## config.mk

```make
export PLATFORM = sky130hd
export DESIGN_NAME = uco_channel
export DESIGN_NICKNAME = d
export VERILOG_FILES = /design/src/uco_end_marker_unused.sv /design/src/uco_pkg.sv /design/src/uco_pair_buffer.sv /design/src/uco_channel.sv
export VERILOG_INCLUDE_DIRS = /design/src
export SDC_FILE = /design/constraint.sdc
export NUM_CORES = 1
export LEC_CHECK = 0
export BUFFER_PORTS_ARGS = -buffer_cell sky130_fd_sc_hd__buf_2
export CORE_MARGIN = 3
export CORE_UTILIZATION = 50
export CTS_BUF_LIST = sky130_fd_sc_hd__clkbuf_4 sky130_fd_sc_hd__clkbuf_8
export CTS_CLUSTER_DIAMETER = 60
export CTS_CLUSTER_SIZE = 8
export DETAILED_ROUTE_END_ITERATION = 7
export PLACE_DENSITY = 0.7
export REMOVE_ABC_BUFFERS = 1
export SYNTH_ARGS = -nofsm -noshare
export SYNTH_HDL_FRONTEND = slang
export SYNTH_SLANG_ARGS = --single-unit
```

## constraint.sdc

```tcl
create_clock -name clk -period 3.45 [get_ports clk]
set_input_delay 0.1725 -clock clk [delete_from_list [all_inputs] [get_ports clk]]
set_output_delay 0.1725 -clock clk [all_outputs]
set_load 0.03 [all_outputs]
```

## src/uco_defines.svh

```systemverilog
// offsets, field positions, reset values and counts of the serial channel
`ifndef UCO_DEFINES_SVH
`define UCO_DEFINES_SVH

`define UCO_ADDR_W 12
`define UCO_CTRL0_OFF 12'h37C
`define UCO_OPT_OFF 12'h380
`define UCO_TXDATA_OFF 12'h384
`define UCO_RXDATA_OFF 12'h388
`define UCO_STATUS_OFF 12'h38C
`define UCO_DIV_OFF 12'h390
`define UCO_ADDR_OFF 12'h394

`define UCO_C0_SRC_LO 0
`define UCO_C0_SRC_HI 1
`define UCO_C0_HS_SEL 2
`define UCO_C0_TX_EMPTY 3
`define UCO_C0_HS_DIS 4
`define UCO_C0_CLK_POL 6
`define UCO_C0_BIT_ORDER 7
`define UCO_CTRL0_RST 8'h08

`define UCO_OPT_SLEEP 0
`define UCO_OPT_INVERT 1
`define UCO_OPT_POLREV 2
`define UCO_OPT_COLL 3
`define UCO_OPT_SYNC 4
`define UCO_OPT_TXEN 5
`define UCO_OPT_RXEN 6
`define UCO_OPT_LEN8 7
`define UCO_OPT_RST 8'h80

`define UCO_ST_COLL 0
`define UCO_ST_TXDONE 1
`define UCO_ST_RXFULL 2
`define UCO_ST_OVERRUN 3
`define UCO_ST_TXSPACE 4

`define UCO_DIV_RST 8'h00
`define UCO_ADDR_RST 8'h00
`define UCO_SRC_DIV1 2'h0
`define UCO_SRC_DIV8 2'h1
`define UCO_SRC_DIV32 2'h2
`define UCO_DIV8_LAST 3'h7
`define UCO_DIV32_LAST 5'h1F
`define UCO_UART_LAST 4'hF
`define UCO_UART_MID 4'h7
`define UCO_SYNC_LAST 4'h1
`define UCO_SYNC_MID 4'h0

`endif

```

## src/uco_end_marker_unused.sv

```systemverilog
// intentionally minimal: holds no module
`timescale 1ns/10ps
`default_nettype none
`default_nettype wire

```

## src/uco_pkg.sv

```systemverilog
// types of the serial channel
package uco_pkg;
  typedef enum logic [1:0] {
    TX_IDLE, TX_START, TX_DATA, TX_STOP
  } uco_tx_state_type;
  typedef enum logic [1:0] {
    RX_IDLE, RX_START, RX_DATA, RX_STOP
  } uco_rx_state_type;
endpackage

```

## src/uco_pair_buffer.sv

```systemverilog
// small valid/ready buffer between register writes and the transmitter
`timescale 1ns/10ps
`default_nettype none
module uco_pair_buffer #(
  parameter int WIDTH = 8,
  parameter int DEPTH = 2
) (
  input wire logic clk,
  input wire logic sys_rst,
  input wire logic in_valid,
  output logic in_ready,
  input wire logic [WIDTH-1:0] in_data,
  output logic out_valid,
  input wire logic out_ready,
  output logic [WIDTH-1:0] out_data
);
  localparam int PW = (DEPTH > 1) ? $clog2(DEPTH) : 1;
  localparam int CW = $clog2(DEPTH + 1);
  localparam logic [PW-1:0] PTR_LAST = PW'(DEPTH - 1);
  localparam logic [CW-1:0] CNT_FULL = CW'(DEPTH);

  logic [WIDTH-1:0] mem_reg [DEPTH];
  logic [PW-1:0] wr_ptr_reg;
  logic [PW-1:0] rd_ptr_reg;
  logic [CW-1:0] count_reg;
  logic push;
  logic pop;

  assign in_ready = (count_reg != CNT_FULL);
  assign out_valid = (count_reg != '0);
  assign out_data = mem_reg[rd_ptr_reg];
  assign push = in_valid & in_ready;
  assign pop = out_valid & out_ready;

  always_ff @(posedge clk) begin
    if (push) begin
      mem_reg[wr_ptr_reg] <= in_data;
    end
  end

  always_ff @(posedge clk or posedge sys_rst) begin
    if (sys_rst) begin
      wr_ptr_reg <= '0;
      rd_ptr_reg <= '0;
      count_reg <= '0;
    end else begin
      if (push) begin
        wr_ptr_reg <= (wr_ptr_reg == PTR_LAST) ? '0 : wr_ptr_reg + 1'b1;
      end
      if (pop) begin
        rd_ptr_reg <= (rd_ptr_reg == PTR_LAST) ? '0 : rd_ptr_reg + 1'b1;
      end
      if (push & ~pop) begin
        count_reg <= count_reg + 1'b1;
      end else if (pop & ~push) begin
        count_reg <= count_reg - 1'b1;
      end
    end
  end
endmodule
`default_nettype wire

```

## src/uco_channel.sv

```systemverilog
// serial channel with option functions and control register 0 over apb
`timescale 1ns/10ps
`default_nettype none
`include "uco_defines.svh"
module uco_channel
  import uco_pkg::*;
#(
  parameter int BUF_DEPTH = 2
) (
  input wire logic clk,
  input wire logic sys_rst,
  input wire logic psel,
  input wire logic penable,
  input wire logic pwrite,
  input wire logic [`UCO_ADDR_W-1:0] paddr,
  input wire logic [31:0] pwdata,
  output logic [31:0] prdata,
  output logic pready,
  output logic pslverr,
  input wire logic rxd_i,
  output logic txd_o,
  output logic txd_oe,
  output logic sclk_o,
  input wire logic hs_i,
  output logic hs_o,
  output logic hs_oe,
  input wire logic port_data_i,
  input wire logic port_dir_i,
  output logic tx_irq_o,
  output logic rx_irq_o,
  output logic collision_irq_o
);
  // ==========================================================
  // registers and declarations
  logic [1:0] src_sel_reg;
  logic hs_sel_reg, hs_dis_reg, clk_pol_reg, bit_order_reg;
  logic [7:0] opt_reg, div_reg, addr_reg;
  logic tx_empty_reg, tx_done_reg, coll_reg, rx_full_reg, overrun_reg;
  logic [7:0] rx_data_reg;
  logic pready_reg, pslverr_reg;
  logic [31:0] prdata_reg;
  logic [1:0] rxd_sync_reg, hs_sync_reg;
  logic [4:0] pre_reg;
  logic [7:0] div_cnt_reg;
  logic tick_reg;
  uco_tx_state_type tx_state_reg;
  uco_rx_state_type rx_state_reg;
  logic [3:0] ph_reg, rph_reg;
  logic [2:0] bit_reg, rbit_reg;
  logic [7:0] tx_sh_reg, rx_sh_reg;
  logic txd_level_reg, txd_oe_reg, sclk_reg, rts_reg, hs_o_reg, hs_oe_reg;

  logic sync_mode, msb_first, rxd_l, cts_ok, tx_load, shift_ev, sample_ev;
  logic [3:0] ph_last, ph_mid;
  logic [2:0] nbits_last;
  logic access, complete, wr_done, rd_done, mapped, tx_wr;
  logic buf_in_ready, buf_out_valid;
  logic [7:0] buf_out_data, tx_word, rx_word;
  logic rx_store, rx_accept, coll_hit;
  logic [31:0] rd_mux;
  localparam logic [7:0] CTRL0_RST = `UCO_CTRL0_RST;

  function automatic logic [7:0] bit_rev(input logic [7:0] v);
    logic [7:0] r;
    r = '0;
    for (int i = 0; i < 8; i++) begin
      r[i] = v[7-i];
    end
    return r;
  endfunction

  // ==========================================================
  // pin synchronisers
  always_ff @(posedge clk or posedge sys_rst) begin
    if (sys_rst) begin
      rxd_sync_reg <= 2'h3;
      hs_sync_reg <= 2'h3;
    end else begin
      rxd_sync_reg <= {rxd_sync_reg[0], rxd_i};
      hs_sync_reg <= {hs_sync_reg[0], hs_i};
    end
  end

  assign sync_mode = opt_reg[`UCO_OPT_SYNC];
  assign rxd_l = rxd_sync_reg[1] ^ opt_reg[`UCO_OPT_POLREV];
  assign msb_first = bit_order_reg & (sync_mode | opt_reg[`UCO_OPT_LEN8]);
  assign nbits_last = (sync_mode | opt_reg[`UCO_OPT_LEN8]) ? 3'h7 : 3'h6;
  assign ph_last = sync_mode ? `UCO_SYNC_LAST : `UCO_UART_LAST;
  assign ph_mid = sync_mode ? `UCO_SYNC_MID : `UCO_UART_MID;
  // low clear-to-send is needed only while the function is in use
  assign cts_ok = hs_dis_reg | hs_sel_reg | ~hs_sync_reg[1];

  // ==========================================================
  // baud generator: source prescaler then programmable divider
  always_ff @(posedge clk or posedge sys_rst) begin
    if (sys_rst) begin
      pre_reg <= '0;
      div_cnt_reg <= '0;
      tick_reg <= 1'b0;
    end else begin
      logic src_tick;
      src_tick = 1'b0;
      pre_reg <= pre_reg + 1'b1;
      case (src_sel_reg)
        `UCO_SRC_DIV1: src_tick = 1'b1;
        `UCO_SRC_DIV8: src_tick = (pre_reg[2:0] == `UCO_DIV8_LAST);
        `UCO_SRC_DIV32: src_tick = (pre_reg == `UCO_DIV32_LAST);
        default: src_tick = 1'b0;
      endcase
      tick_reg <= 1'b0;
      if (src_tick) begin
        if (div_cnt_reg >= div_reg) begin
          div_cnt_reg <= '0;
          tick_reg <= 1'b1;
        end else begin
          div_cnt_reg <= div_cnt_reg + 1'b1;
        end
      end
    end
  end

  // ==========================================================
  // transmitter
  assign tx_load = (tx_state_reg == TX_IDLE) & opt_reg[`UCO_OPT_TXEN] &
                   buf_out_valid & cts_ok & tick_reg;
  assign tx_word = msb_first ? bit_rev(buf_out_data) : buf_out_data;
  assign shift_ev = tick_reg & (tx_state_reg != TX_IDLE) & (ph_reg == ph_last);
  assign sample_ev = tick_reg & (tx_state_reg != TX_IDLE) & (ph_reg == ph_mid);

  always_ff @(posedge clk or posedge sys_rst) begin
    if (sys_rst) begin
      tx_state_reg <= TX_IDLE;
      ph_reg <= '0;
      bit_reg <= '0;
      tx_sh_reg <= '0;
      txd_level_reg <= 1'b1;
      tx_empty_reg <= 1'b1;
    end else begin
      if (tick_reg & (tx_state_reg != TX_IDLE)) begin
        ph_reg <= (ph_reg == ph_last) ? 4'h0 : ph_reg + 1'b1;
      end
      case (tx_state_reg)
        TX_IDLE: begin
          if (tx_load) begin
            ph_reg <= '0;
            bit_reg <= '0;
            tx_empty_reg <= 1'b0;
            if (sync_mode) begin
              txd_level_reg <= tx_word[0];
              tx_sh_reg <= {1'b0, tx_word[7:1]};
              tx_state_reg <= TX_DATA;
            end else begin
              txd_level_reg <= 1'b0;
              tx_sh_reg <= tx_word;
              tx_state_reg <= TX_START;
            end
          end
        end
        TX_START: begin
          if (shift_ev) begin
            txd_level_reg <= tx_sh_reg[0];
            tx_sh_reg <= {1'b0, tx_sh_reg[7:1]};
            tx_state_reg <= TX_DATA;
          end
        end
        TX_DATA: begin
          if (shift_ev) begin
            if (bit_reg == nbits_last) begin
              txd_level_reg <= 1'b1;
              if (sync_mode) begin
                tx_state_reg <= TX_IDLE;
                tx_empty_reg <= 1'b1;
              end else begin
                tx_state_reg <= TX_STOP;
              end
            end else begin
              txd_level_reg <= tx_sh_reg[0];
              tx_sh_reg <= {1'b0, tx_sh_reg[7:1]};
              bit_reg <= bit_reg + 1'b1;
            end
          end
        end
        TX_STOP: begin
          if (shift_ev) begin
            tx_state_reg <= TX_IDLE;
            tx_empty_reg <= 1'b1;
          end
        end
        default: tx_state_reg <= TX_IDLE;
      endcase
    end
  end

  // ==========================================================
  // receiver: uart state machine, sync bits ride on the tx clock
  always_ff @(posedge clk or posedge sys_rst) begin
    if (sys_rst) begin
      rx_state_reg <= RX_IDLE;
      rph_reg <= '0;
      rbit_reg <= '0;
      rx_sh_reg <= '0;
    end else begin
      if (sync_mode) begin
        rx_state_reg <= RX_IDLE;
        if (sample_ev & (tx_state_reg == TX_DATA)) begin
          rx_sh_reg <= {rxd_l, rx_sh_reg[7:1]};
        end
      end else if (~opt_reg[`UCO_OPT_RXEN]) begin
        rx_state_reg <= RX_IDLE;
      end else if (tick_reg) begin
        rph_reg <= rph_reg + 1'b1;
        case (rx_state_reg)
          RX_IDLE: begin
            rph_reg <= '0;
            if (~rxd_l) begin
              rx_state_reg <= RX_START;
            end
          end
          RX_START: begin
            if (rph_reg == `UCO_UART_MID) begin
              rph_reg <= '0;
              rbit_reg <= '0;
              rx_state_reg <= rxd_l ? RX_IDLE : RX_DATA;
            end
          end
          RX_DATA: begin
            if (rph_reg == `UCO_UART_LAST) begin
              rx_sh_reg <= {rxd_l, rx_sh_reg[7:1]};
              rbit_reg <= rbit_reg + 1'b1;
              if (rbit_reg == nbits_last) begin
                rx_state_reg <= RX_STOP;
              end
            end
          end
          RX_STOP: begin
            if (rph_reg == `UCO_UART_LAST) begin
              rx_state_reg <= RX_IDLE;
            end
          end
          default: rx_state_reg <= RX_IDLE;
        endcase
      end
    end
  end

  assign rx_store = opt_reg[`UCO_OPT_RXEN] & (sync_mode ?
    (sample_ev & (tx_state_reg == TX_DATA) & (bit_reg == 3'h7)) :
    (tick_reg & (rx_state_reg == RX_STOP) & (rph_reg == `UCO_UART_LAST)));
  always_comb begin
    logic [7:0] raw;
    raw = sync_mode ? {rxd_l, rx_sh_reg[7:1]} :
          (opt_reg[`UCO_OPT_LEN8] ? rx_sh_reg : {1'b0, rx_sh_reg[7:1]});
    rx_word = msb_first ? bit_rev(raw) : raw;
  end
  assign rx_accept = rx_store & ~(opt_reg[`UCO_OPT_SLEEP] & ~sync_mode &
                     (rx_word != addr_reg));
  assign coll_hit = sample_ev & opt_reg[`UCO_OPT_COLL] &
    ((txd_level_reg ^ opt_reg[`UCO_OPT_POLREV]) != rxd_sync_reg[1]);

  // ==========================================================
  // apb slave
  assign access = psel & penable;
  assign complete = access & pready_reg;
  assign wr_done = complete & pwrite & ~pslverr_reg;
  assign rd_done = complete & ~pwrite & ~pslverr_reg;
  assign tx_wr = access & pwrite & (paddr == `UCO_TXDATA_OFF);
  assign mapped = (paddr == `UCO_CTRL0_OFF) | (paddr == `UCO_OPT_OFF) |
                  (paddr == `UCO_TXDATA_OFF) | (paddr == `UCO_RXDATA_OFF) |
                  (paddr == `UCO_STATUS_OFF) | (paddr == `UCO_DIV_OFF) |
                  (paddr == `UCO_ADDR_OFF);

  always_comb begin
    rd_mux = '0;
    case (paddr)
      `UCO_CTRL0_OFF: rd_mux[7:0] = {bit_order_reg, clk_pol_reg, 1'b0,
        hs_dis_reg, tx_empty_reg, hs_sel_reg, src_sel_reg};
      `UCO_OPT_OFF: rd_mux[7:0] = opt_reg;
      `UCO_RXDATA_OFF: rd_mux[7:0] =
        rx_data_reg ^ {8{opt_reg[`UCO_OPT_INVERT]}};
      `UCO_STATUS_OFF: rd_mux[4:0] = {buf_in_ready, overrun_reg,
        rx_full_reg, tx_done_reg, coll_reg};
      `UCO_DIV_OFF: rd_mux[7:0] = div_reg;
      `UCO_ADDR_OFF: rd_mux[7:0] = addr_reg;
      default: rd_mux = '0;
    endcase
  end

  // a transmit write waits in the access phase while the buffer is full
  always_ff @(posedge clk or posedge sys_rst) begin
    if (sys_rst) begin
      pready_reg <= 1'b0;
      pslverr_reg <= 1'b0;
      prdata_reg <= '0;
    end else if (complete) begin
      pready_reg <= 1'b0;
      pslverr_reg <= 1'b0;
    end else if (access & (~tx_wr | buf_in_ready)) begin
      pready_reg <= 1'b1;
      pslverr_reg <= ~mapped;
      prdata_reg <= rd_mux;
    end
  end

  always_ff @(posedge clk or posedge sys_rst) begin
    if (sys_rst) begin
      src_sel_reg <= CTRL0_RST[`UCO_C0_SRC_HI:`UCO_C0_SRC_LO];
      hs_sel_reg <= CTRL0_RST[`UCO_C0_HS_SEL];
      hs_dis_reg <= CTRL0_RST[`UCO_C0_HS_DIS];
      clk_pol_reg <= CTRL0_RST[`UCO_C0_CLK_POL];
      bit_order_reg <= CTRL0_RST[`UCO_C0_BIT_ORDER];
      opt_reg <= `UCO_OPT_RST;
      div_reg <= `UCO_DIV_RST;
      addr_reg <= `UCO_ADDR_RST;
    end else if (wr_done) begin
      case (paddr)
        `UCO_CTRL0_OFF: begin
          src_sel_reg <= pwdata[`UCO_C0_SRC_HI:`UCO_C0_SRC_LO];
          hs_sel_reg <= pwdata[`UCO_C0_HS_SEL];
          hs_dis_reg <= pwdata[`UCO_C0_HS_DIS];
          clk_pol_reg <= pwdata[`UCO_C0_CLK_POL];
          bit_order_reg <= pwdata[`UCO_C0_BIT_ORDER];
        end
        `UCO_OPT_OFF: opt_reg <= pwdata[7:0];
        `UCO_DIV_OFF: div_reg <= pwdata[7:0];
        `UCO_ADDR_OFF: addr_reg <= pwdata[7:0];
        default: ;
      endcase
    end
  end

  // ==========================================================
  // sticky flags: a hardware set beats a software clear
  always_ff @(posedge clk or posedge sys_rst) begin
    if (sys_rst) begin
      coll_reg <= 1'b0;
      tx_done_reg <= 1'b0;
      overrun_reg <= 1'b0;
      rx_full_reg <= 1'b0;
      rx_data_reg <= '0;
    end else begin
      logic st_wr;
      st_wr = wr_done & (paddr == `UCO_STATUS_OFF);
      if (coll_hit) begin
        coll_reg <= 1'b1;
      end else if (st_wr & pwdata[`UCO_ST_COLL]) begin
        coll_reg <= 1'b0;
      end
      if (tx_state_reg != TX_IDLE && tx_empty_reg == 1'b0 &&
          ((tx_state_reg == TX_STOP) || sync_mode) &&
          shift_ev && (tx_state_reg == TX_STOP || bit_reg == nbits_last)) begin
        tx_done_reg <= 1'b1;
      end else if (st_wr & pwdata[`UCO_ST_TXDONE]) begin
        tx_done_reg <= 1'b0;
      end
      if (rx_accept & rx_full_reg &
          ~(rd_done & (paddr == `UCO_RXDATA_OFF))) begin
        overrun_reg <= 1'b1;
      end else if (st_wr & pwdata[`UCO_ST_OVERRUN]) begin
        overrun_reg <= 1'b0;
      end
      if (rx_accept) begin
        rx_data_reg <= rx_word;
        rx_full_reg <= 1'b1;
      end else if (rd_done & (paddr == `UCO_RXDATA_OFF)) begin
        rx_full_reg <= 1'b0;
      end
    end
  end

  // ==========================================================
  // pins: transmit line, transfer clock and shared handshake pin
  always_ff @(posedge clk or posedge sys_rst) begin
    if (sys_rst) begin
      txd_oe_reg <= 1'b0;
      sclk_reg <= 1'b1;
      rts_reg <= 1'b1;
      hs_o_reg <= 1'b0;
      hs_oe_reg <= 1'b0;
    end else begin
      // open drain: enable only while the pin must be pulled low
      txd_oe_reg <= ~(txd_level_reg ^ opt_reg[`UCO_OPT_POLREV]);
      if (sync_mode & (tx_state_reg != TX_IDLE)) begin
        sclk_reg <= ph_reg[0] ^ clk_pol_reg;
      end else begin
        sclk_reg <= ~(sync_mode & clk_pol_reg);
      end
      rts_reg <= ~opt_reg[`UCO_OPT_RXEN] | rx_full_reg |
        (sync_mode ? (tx_state_reg != TX_IDLE) :
         (rx_state_reg != RX_IDLE));
      if (~hs_dis_reg & hs_sel_reg) begin
        hs_o_reg <= rts_reg;
        hs_oe_reg <= 1'b1;
      end else begin
        hs_o_reg <= port_data_i;
        hs_oe_reg <= port_dir_i;
      end
    end
  end

  uco_pair_buffer #(
    .WIDTH(8),
    .DEPTH(BUF_DEPTH)
  ) tx_buffer (
    .clk(clk),
    .sys_rst(sys_rst),
    .in_valid(tx_wr & pready_reg),
    .in_ready(buf_in_ready),
    .in_data(pwdata[7:0] ^ {8{opt_reg[`UCO_OPT_INVERT]}}),
    .out_valid(buf_out_valid),
    .out_ready(tx_load),
    .out_data(buf_out_data)
  );

  assign prdata = prdata_reg;
  assign pready = pready_reg;
  assign pslverr = pslverr_reg;
  assign txd_o = 1'b0;
  assign txd_oe = txd_oe_reg;
  assign sclk_o = sclk_reg;
  assign hs_o = hs_o_reg;
  assign hs_oe = hs_oe_reg;
  assign tx_irq_o = tx_done_reg;
  assign rx_irq_o = rx_full_reg;
  assign collision_irq_o = coll_reg;
endmodule
`default_nettype wire

```

After elaboration in Yosys (flattened, before gate mapping)
Memory sizes are Yosys's and may differ from the RTL's.
Index checks and enable logic that the tools add are counted.

storage, ports and cells
  memories kept = 1
  logic and storage cells = 300
  bits in writable memories = 16
  bits in registers = 115
  input port bits = 53
  output and inout port bits = 42

memories
  memory             depth  bits a word  read ports  clocked after Yosys merged registers in  write ports  RTL line               text
  tx_buffer.mem_reg  2      8            1           0                                        1            uco_pair_buffer.sv:22  logic [WIDTH-1:0] mem_reg [DEPTH];

cells by class
  reductions and logical operators = 40
  $lt $le $gt $ge = 1
  bitwise operators = 75
  add/sub/neg operators = 10
  muxes and demuxes = 91
  eq/ne operators = 43

operators with widths
  cell                                                               count
  8-bit 2-to-1 mux                                                   16
  12-bit by 10-bit == test with 1-bit output, second input constant  7
  1-bit bitwise AND                                                  42
  2-bit 2-to-1 mux                                                   18
  1-bit 2-to-1 mux                                                   34
  5-bit one-hot mux with 6 select lines                              1
  2-bit nonzero test                                                 15
  4-bit 2-to-1 mux                                                   6
  8-bit one-hot mux with 3 select lines                              1
  4-bit inequality test, second input constant                       5
  3-bit 2-to-1 mux                                                   6
  6-bit AND reduction                                                3
  2-bit inequality test, second input constant                       8
  1-bit inverter                                                     16
  2-bit one-hot mux with 4 select lines                              2
  8-bit XOR                                                          2
  3-bit one-hot mux with 5 select lines                              1
  5-bit AND reduction                                                3
  1-bit bitwise OR                                                   12
  3-bit one-hot mux with 2 select lines                              2
  2-bit == test, second input constant                               5
  2-bit AND reduction                                                5
  1-bit one-hot mux with 3 select lines                              3
  4-bit by 1-bit adder with 4-bit output, second input constant      2
  other kinds (27)                                                   45

Depth between registers and ports, before layout
  word-level depth = 11
  mapped depth = 10
  gate-level depth less buffers = 10

By module
Synthesis repeated with hierarchy kept, for this count alone.

second synthesis, totals
  cell total of the unflattened synthesis = 721
  area total of the unflattened synthesis = 7304.5 um^2

by module, submodules not included
  module           seq. area each (um^2)  instances  cells an instance  area each (um^2)
  uco_channel      2788.9                 1          677                6513.7
  uco_pair_buffer  580.6                  1          44                 790.8

Worst setup path before layout
Ideal clock, no wire load.

  path kind = register -> register
  start = register opt_reg[4]
  end = register overrun_reg
  buffers on the path = 3
  cell stages (with the launch flop) = 11
  arrival = 2408 ps
  period minus slack after synthesis = 2500 ps
  path slack = 950 ps
  data required time = 3358 ps
  setup time = 92 ps
  cells stage by stage = dfrtp_1 buf_6 nand2b_4 buf_6 mux2_4 or4b_4 a21oi_2 o211ai_2 buf_6 o21a_1 o31ai_2

between the ends
  longest elaborated chain between the ends = 11
  elaborated cells on any way between the ends = 21
  classes of those cells = eq/ne: 2; mux: 5; bitwise: 13; reduce/logical: 1

ends and longest elaborated chain
  item                                                    RTL line            text
  start: declaration                                      uco_channel.sv:37   logic [7:0] opt_reg, div_reg, addr_reg;
  start signal: assignment                                uco_channel.sv:311  opt_reg <= `UCO_OPT_RST;
  start signal: assignment                                uco_channel.sv:323  `UCO_OPT_OFF: opt_reg <= pwdata[7:0];
  3-bit 2-to-1 mux (no line)                              n/a
  4-bit by 3-bit == test with 1-bit output                uco_channel.sv:128  assign sample_ev = tick_reg & (tx_state_reg != TX_IDLE) & (ph_reg == ph_mid);
  1-bit bitwise AND                                       uco_channel.sv:128
  1-bit bitwise AND (2 in series)                         uco_channel.sv:247  (sample_ev & (tx_state_reg == TX_DATA) & (bit_reg == 3'h7)) :
  1-bit 2-to-1 mux                                        uco_channel.sv:246  assign rx_store = opt_reg[`UCO_OPT_RXEN] & (sync_mode ?
  1-bit bitwise AND                                       uco_channel.sv:246
  1-bit bitwise AND *                                     uco_channel.sv:255  assign rx_accept = rx_store & ~(opt_reg[`UCO_OPT_SLEEP] & ~sync_mode &
  1-bit bitwise AND * (2 in series)                       uco_channel.sv:355  if (rx_accept & rx_full_reg &
  1-bit 2-to-1 mux or 2-bit nonzero test (tied branches)  n/a
  end signal: assignment                                  uco_channel.sv:337  overrun_reg <= 1'b0;
  end signal: assignment                                  uco_channel.sv:357  overrun_reg <= 1'b1;
  end signal: assignment                                  uco_channel.sv:359  overrun_reg <= 1'b0;
  end: declaration                                        uco_channel.sv:38   logic tx_empty_reg, tx_done_reg, coll_reg, rx_full_reg, overrun_reg;

Every way passes the cells marked *; elsewhere a longest branch is shown, timed or not.
A chain may end at the register's enable or synchronous reset.

Worst setup path after layout
  start = register opt_reg[4]
  end = register rx_data_reg[3]

between the ends
  longest elaborated chain between the ends = 8
  elaborated cells on any way between the ends = 17
  classes of those cells = eq/ne: 2; mux: 4; bitwise: 11

ends and longest elaborated chain
  item                                      RTL line            text
  3-bit 2-to-1 mux (no line)                n/a
  4-bit by 3-bit == test with 1-bit output  uco_channel.sv:128
  1-bit bitwise AND                         uco_channel.sv:128
  1-bit bitwise AND (2 in series)           uco_channel.sv:247
  1-bit 2-to-1 mux                          uco_channel.sv:246
  1-bit bitwise AND                         uco_channel.sv:246
  1-bit bitwise AND                         uco_channel.sv:255
  end signal: assignment                    uco_channel.sv:362  rx_data_reg <= rx_word;
  end: declaration                          uco_channel.sv:39   logic [7:0] rx_data_reg;

Several ways; a longest one is shown, not always the timed one.

==> results.sh <==
export IMPL_largest_register_ffs=16
export IMPL_drv_cap=0
export IMPL_total_leakage_power_nw=3.88
export IMPL_htreeDepth=4
export IMPL_area_growth_pct=11.0
export IMPL_yosysWarnings=0
export IMPL_slew_headroom_pct=34.2
export IMPL_drtPass1Iterations=7
export IMPL_core_area_sq_um=14700
export IMPL_grt_max_degree=61
export IMPL_vias=6077
export IMPL_dp_cells=991
export IMPL_synth_top_area_share_pct=34.9
export IMPL_syn_area_sq_um=7600
export IMPL_avgSynthCellArea_sq_um=9.74
export IMPL_cts_tree="done"
export IMPL_cpPeakStageDelay_ps=590
export IMPL_finalPower_mw=3.19
export IMPL_drt_initial_drc_count=504
export IMPL_n_fill_cell=1238
export IMPL_fmax_ghz=0.332
export IMPL_cts_buffers=17
export IMPL_synth_top_area_cell="dfrtp_1"
export IMPL_async_flop_share_pct=87.8
export IMPL_setup_ws_ps=434
export IMPL_cp_start_kind="flip-flop"
export IMPL_status="finished, final reports clean"
export IMPL_portBuffers=45
export IMPL_skew_ps=12.4
export IMPL_syn_inst=780
export IMPL_power_density_nw_per_um2=379
export IMPL_endpoint_kind="flip-flop"
export IMPL_crit_buf_inv=1
export IMPL_peakVddDrop_mv=0.293
export IMPL_place_congestion=0.908
export IMPL_hp_class="in -> reg"
export IMPL_cp_data_arrival_time_ps=3400
export IMPL_tightestPinTransition_ps=982
export IMPL_fin_crit_sh_pct=87.4
export IMPL_crit_fanout=17
export IMPL_cts_path_max_buffers=2
export IMPL_dieWidth_um=129
export IMPL_n_antenna_cell=0
export IMPL_hpwl_um=13700
export IMPL_rsz0062_at_grt="false"
export IMPL_final_util_pct=57.4
export IMPL_grt_pass1_vias=5906
export IMPL_clock_sinks=131
export IMPL_synthAdderAreaFrac_pct=3.62
export IMPL_layout_nets=906
export IMPL_cp_top_family="simple AND/OR/NAND/NOR gates"
export IMPL_finalCriticalPeriod_ps=3020
export IMPL_grt_pass1_wl_um=30300
export IMPL_synth_mux_area_share_pct=10.7
export IMPL_synthTopCellsByCount="nand2_1, dfrtp_1, o21ai_0"
export IMPL_drt_wirelength_per_cell_um=18.3
export IMPL_ant_nets=0
export IMPL_final_setup_tns_ps=0
export IMPL_clk_latency_ps=450
export IMPL_drive_above_1_share_pct=19.1
export IMPL_wirelength_um=18900
export IMPL_routed_via_density=5.91
export IMPL_ys_ff_latch=131
export IMPL_io_pins=95
export IMPL_drv_slew=0
export IMPL_critPathRequiredTime_ps=3840
export IMPL_crit_chain="buf_4 -> o21a_1 -> nand2b_1 -> mux2i_1 -> nor4b_1 -> o211ai_2 -> or4_1 -> nand3_1"
export IMPL_ys_top_cells_by_area="dfrtp_1, edfxtp_1, nand2_1"
export IMPL_r2r_slack_ps=430
export IMPL_synthSimpleGateAreaFrac_pct=17.5
export IMPL_cts_root_buf="clkbuf_8"
export IMPL_synth_xor_area_share_pct=4.61
export IMPL_fp_dieArea_sq_um=16700
export IMPL_synth_edff_count=16
export IMPL_rows=44
export IMPL_initial_core_util_pct=51.7
export IMPL_yosysMostFrequentCell="nand2_1"
export IMPL_die_y_um=129
export IMPL_synth_flop_cell="dfrtp_1"
export IMPL_synth_compound_area_share_pct=13.4
export IMPL_layout_cells_non_filler=1028
export IMPL_cts_clk_slew_worst_paths_ps=80
export IMPL_grt_overflow=0
export IMPL_drc=0
export IMPL_antenna_found_initial=0
export IMPL_hold_violations=0
export IMPL_synth_top_family_by_area="simple AND/OR/NAND/NOR gates"
export IMPL_dp_slack_ps=518
export IMPL_cts_repair_resized=0
export IMPL_track_usage_pct=23.3
export IMPL_ys_seq_area_share_pct=44.3
export IMPL_slowest_stage="or4_1"
export IMPL_worstSetupPathType="reg -> reg"
export IMPL_netlist_cell_type_count=68
export IMPL_finalSetupViolCount=0
[timing repair]
item                                   in CTS  in global routing
buffers inserted                            0                  0
hold buffers                                5                  0
endpoints found under the hold margin      52                  0
[stage by stage]
stage               hold WS (ps)  area (sq um)
finish                      48.1          8440
detailed placement           284          7960
global route                35.3          8440
CTS                         16.7          8440
floorplan                    177          7340
global placement             280          7960
[layout by cell type, fill, tap and decap left out, types with 5 or more instances in the layout]
cell / instances
nand2_1: 110
dfrtp_1: 106
o21ai_0: 49
buf_2: 45
a21oi_1: 43
nor2_1: 39
mux2_2: 35
nand3_1: 32
xor2_1: 25
conb_1: 25
inv_1: 23
mux2i_1: 22
ha_1: 22
buf_4: 19
clkbuf_8: 18
edfxtp_1: 16
xnor2_1: 15
a31oi_1: 14
nor3_1: 14
nor2b_1: 13
or3_1: 11
nand2b_1: 9
dfstp_2: 9
mux4_2: 8
o21a_1: 7
and3_1: 7
o31ai_1: 6
clkinv_4: 6
nand4_1: 5
a211oi_1: 5
dlygate4sd3_1: 5
[tightest hold or removal path, stage by stage]
cell and delay (ps):
buf_2 150, nand2_1 60, o21ai_0 70
[logic make-up after synthesis]
group                    Yosys count
AND/OR/NAND/NOR                  271
AO/OA/AOI/OAI                    163
flip-flops                       131
buffers and inverters             86
multiplexers                      66
XOR/XNOR                          40
adder cells (fa/ha/maj)           22
other                              1
[power breakdown]
group / leakage (nW) / internal (mW) / switching [mW]
combinational: 2.06 / 0.0501 / 0.151
clock: 0.202 / 0.741 / 0.657
sequential: 1.62 / 1.58 / 0.0147
[per-layer routing]
metal	share of wire (%)	global-route usage, %	vias to the layer above
met1	43	30.9	3005
met5	0	0	-
met4	2.1	7.84	0
li1	-	-	2838
met3	6.3	5.77	32
met2	49	37.7	202
[final timing paths]
check,start,to,cells after the start
min,pwdata[2],div_reg[2]$_DFFE_PP0P_,3
max,opt_reg[4]$_DFFE_PP0P_,rx_data_reg[3]$_DFFE_PP0P_,8
min reg2reg,rxd_sync_reg[0]$_DFF_PP1_,rxd_sync_reg[1]$_DFF_PP1_,0
max in group asynchronous,sys_rst,txd_level_reg$_DFFE_PP1P_,4
max reg2reg,opt_reg[4]$_DFFE_PP0P_,rx_data_reg[3]$_DFFE_PP0P_,8
min in group asynchronous,sys_rst,prdata[5]$_DFFE_PP0P_,3
[layout make-up]
cell class	count	area [sq um]	area share [%]
multi-input cells	587	3880	46.0
flip-flops and latches	131	3370	39.9
repair buffers	70	438	5.19
clock buffers	18	248	2.94
well taps	184	230	2.73
clock inverters	14	181	2.15
inverters	24	92.6	1.10
(Power assumes the default switching activity.)
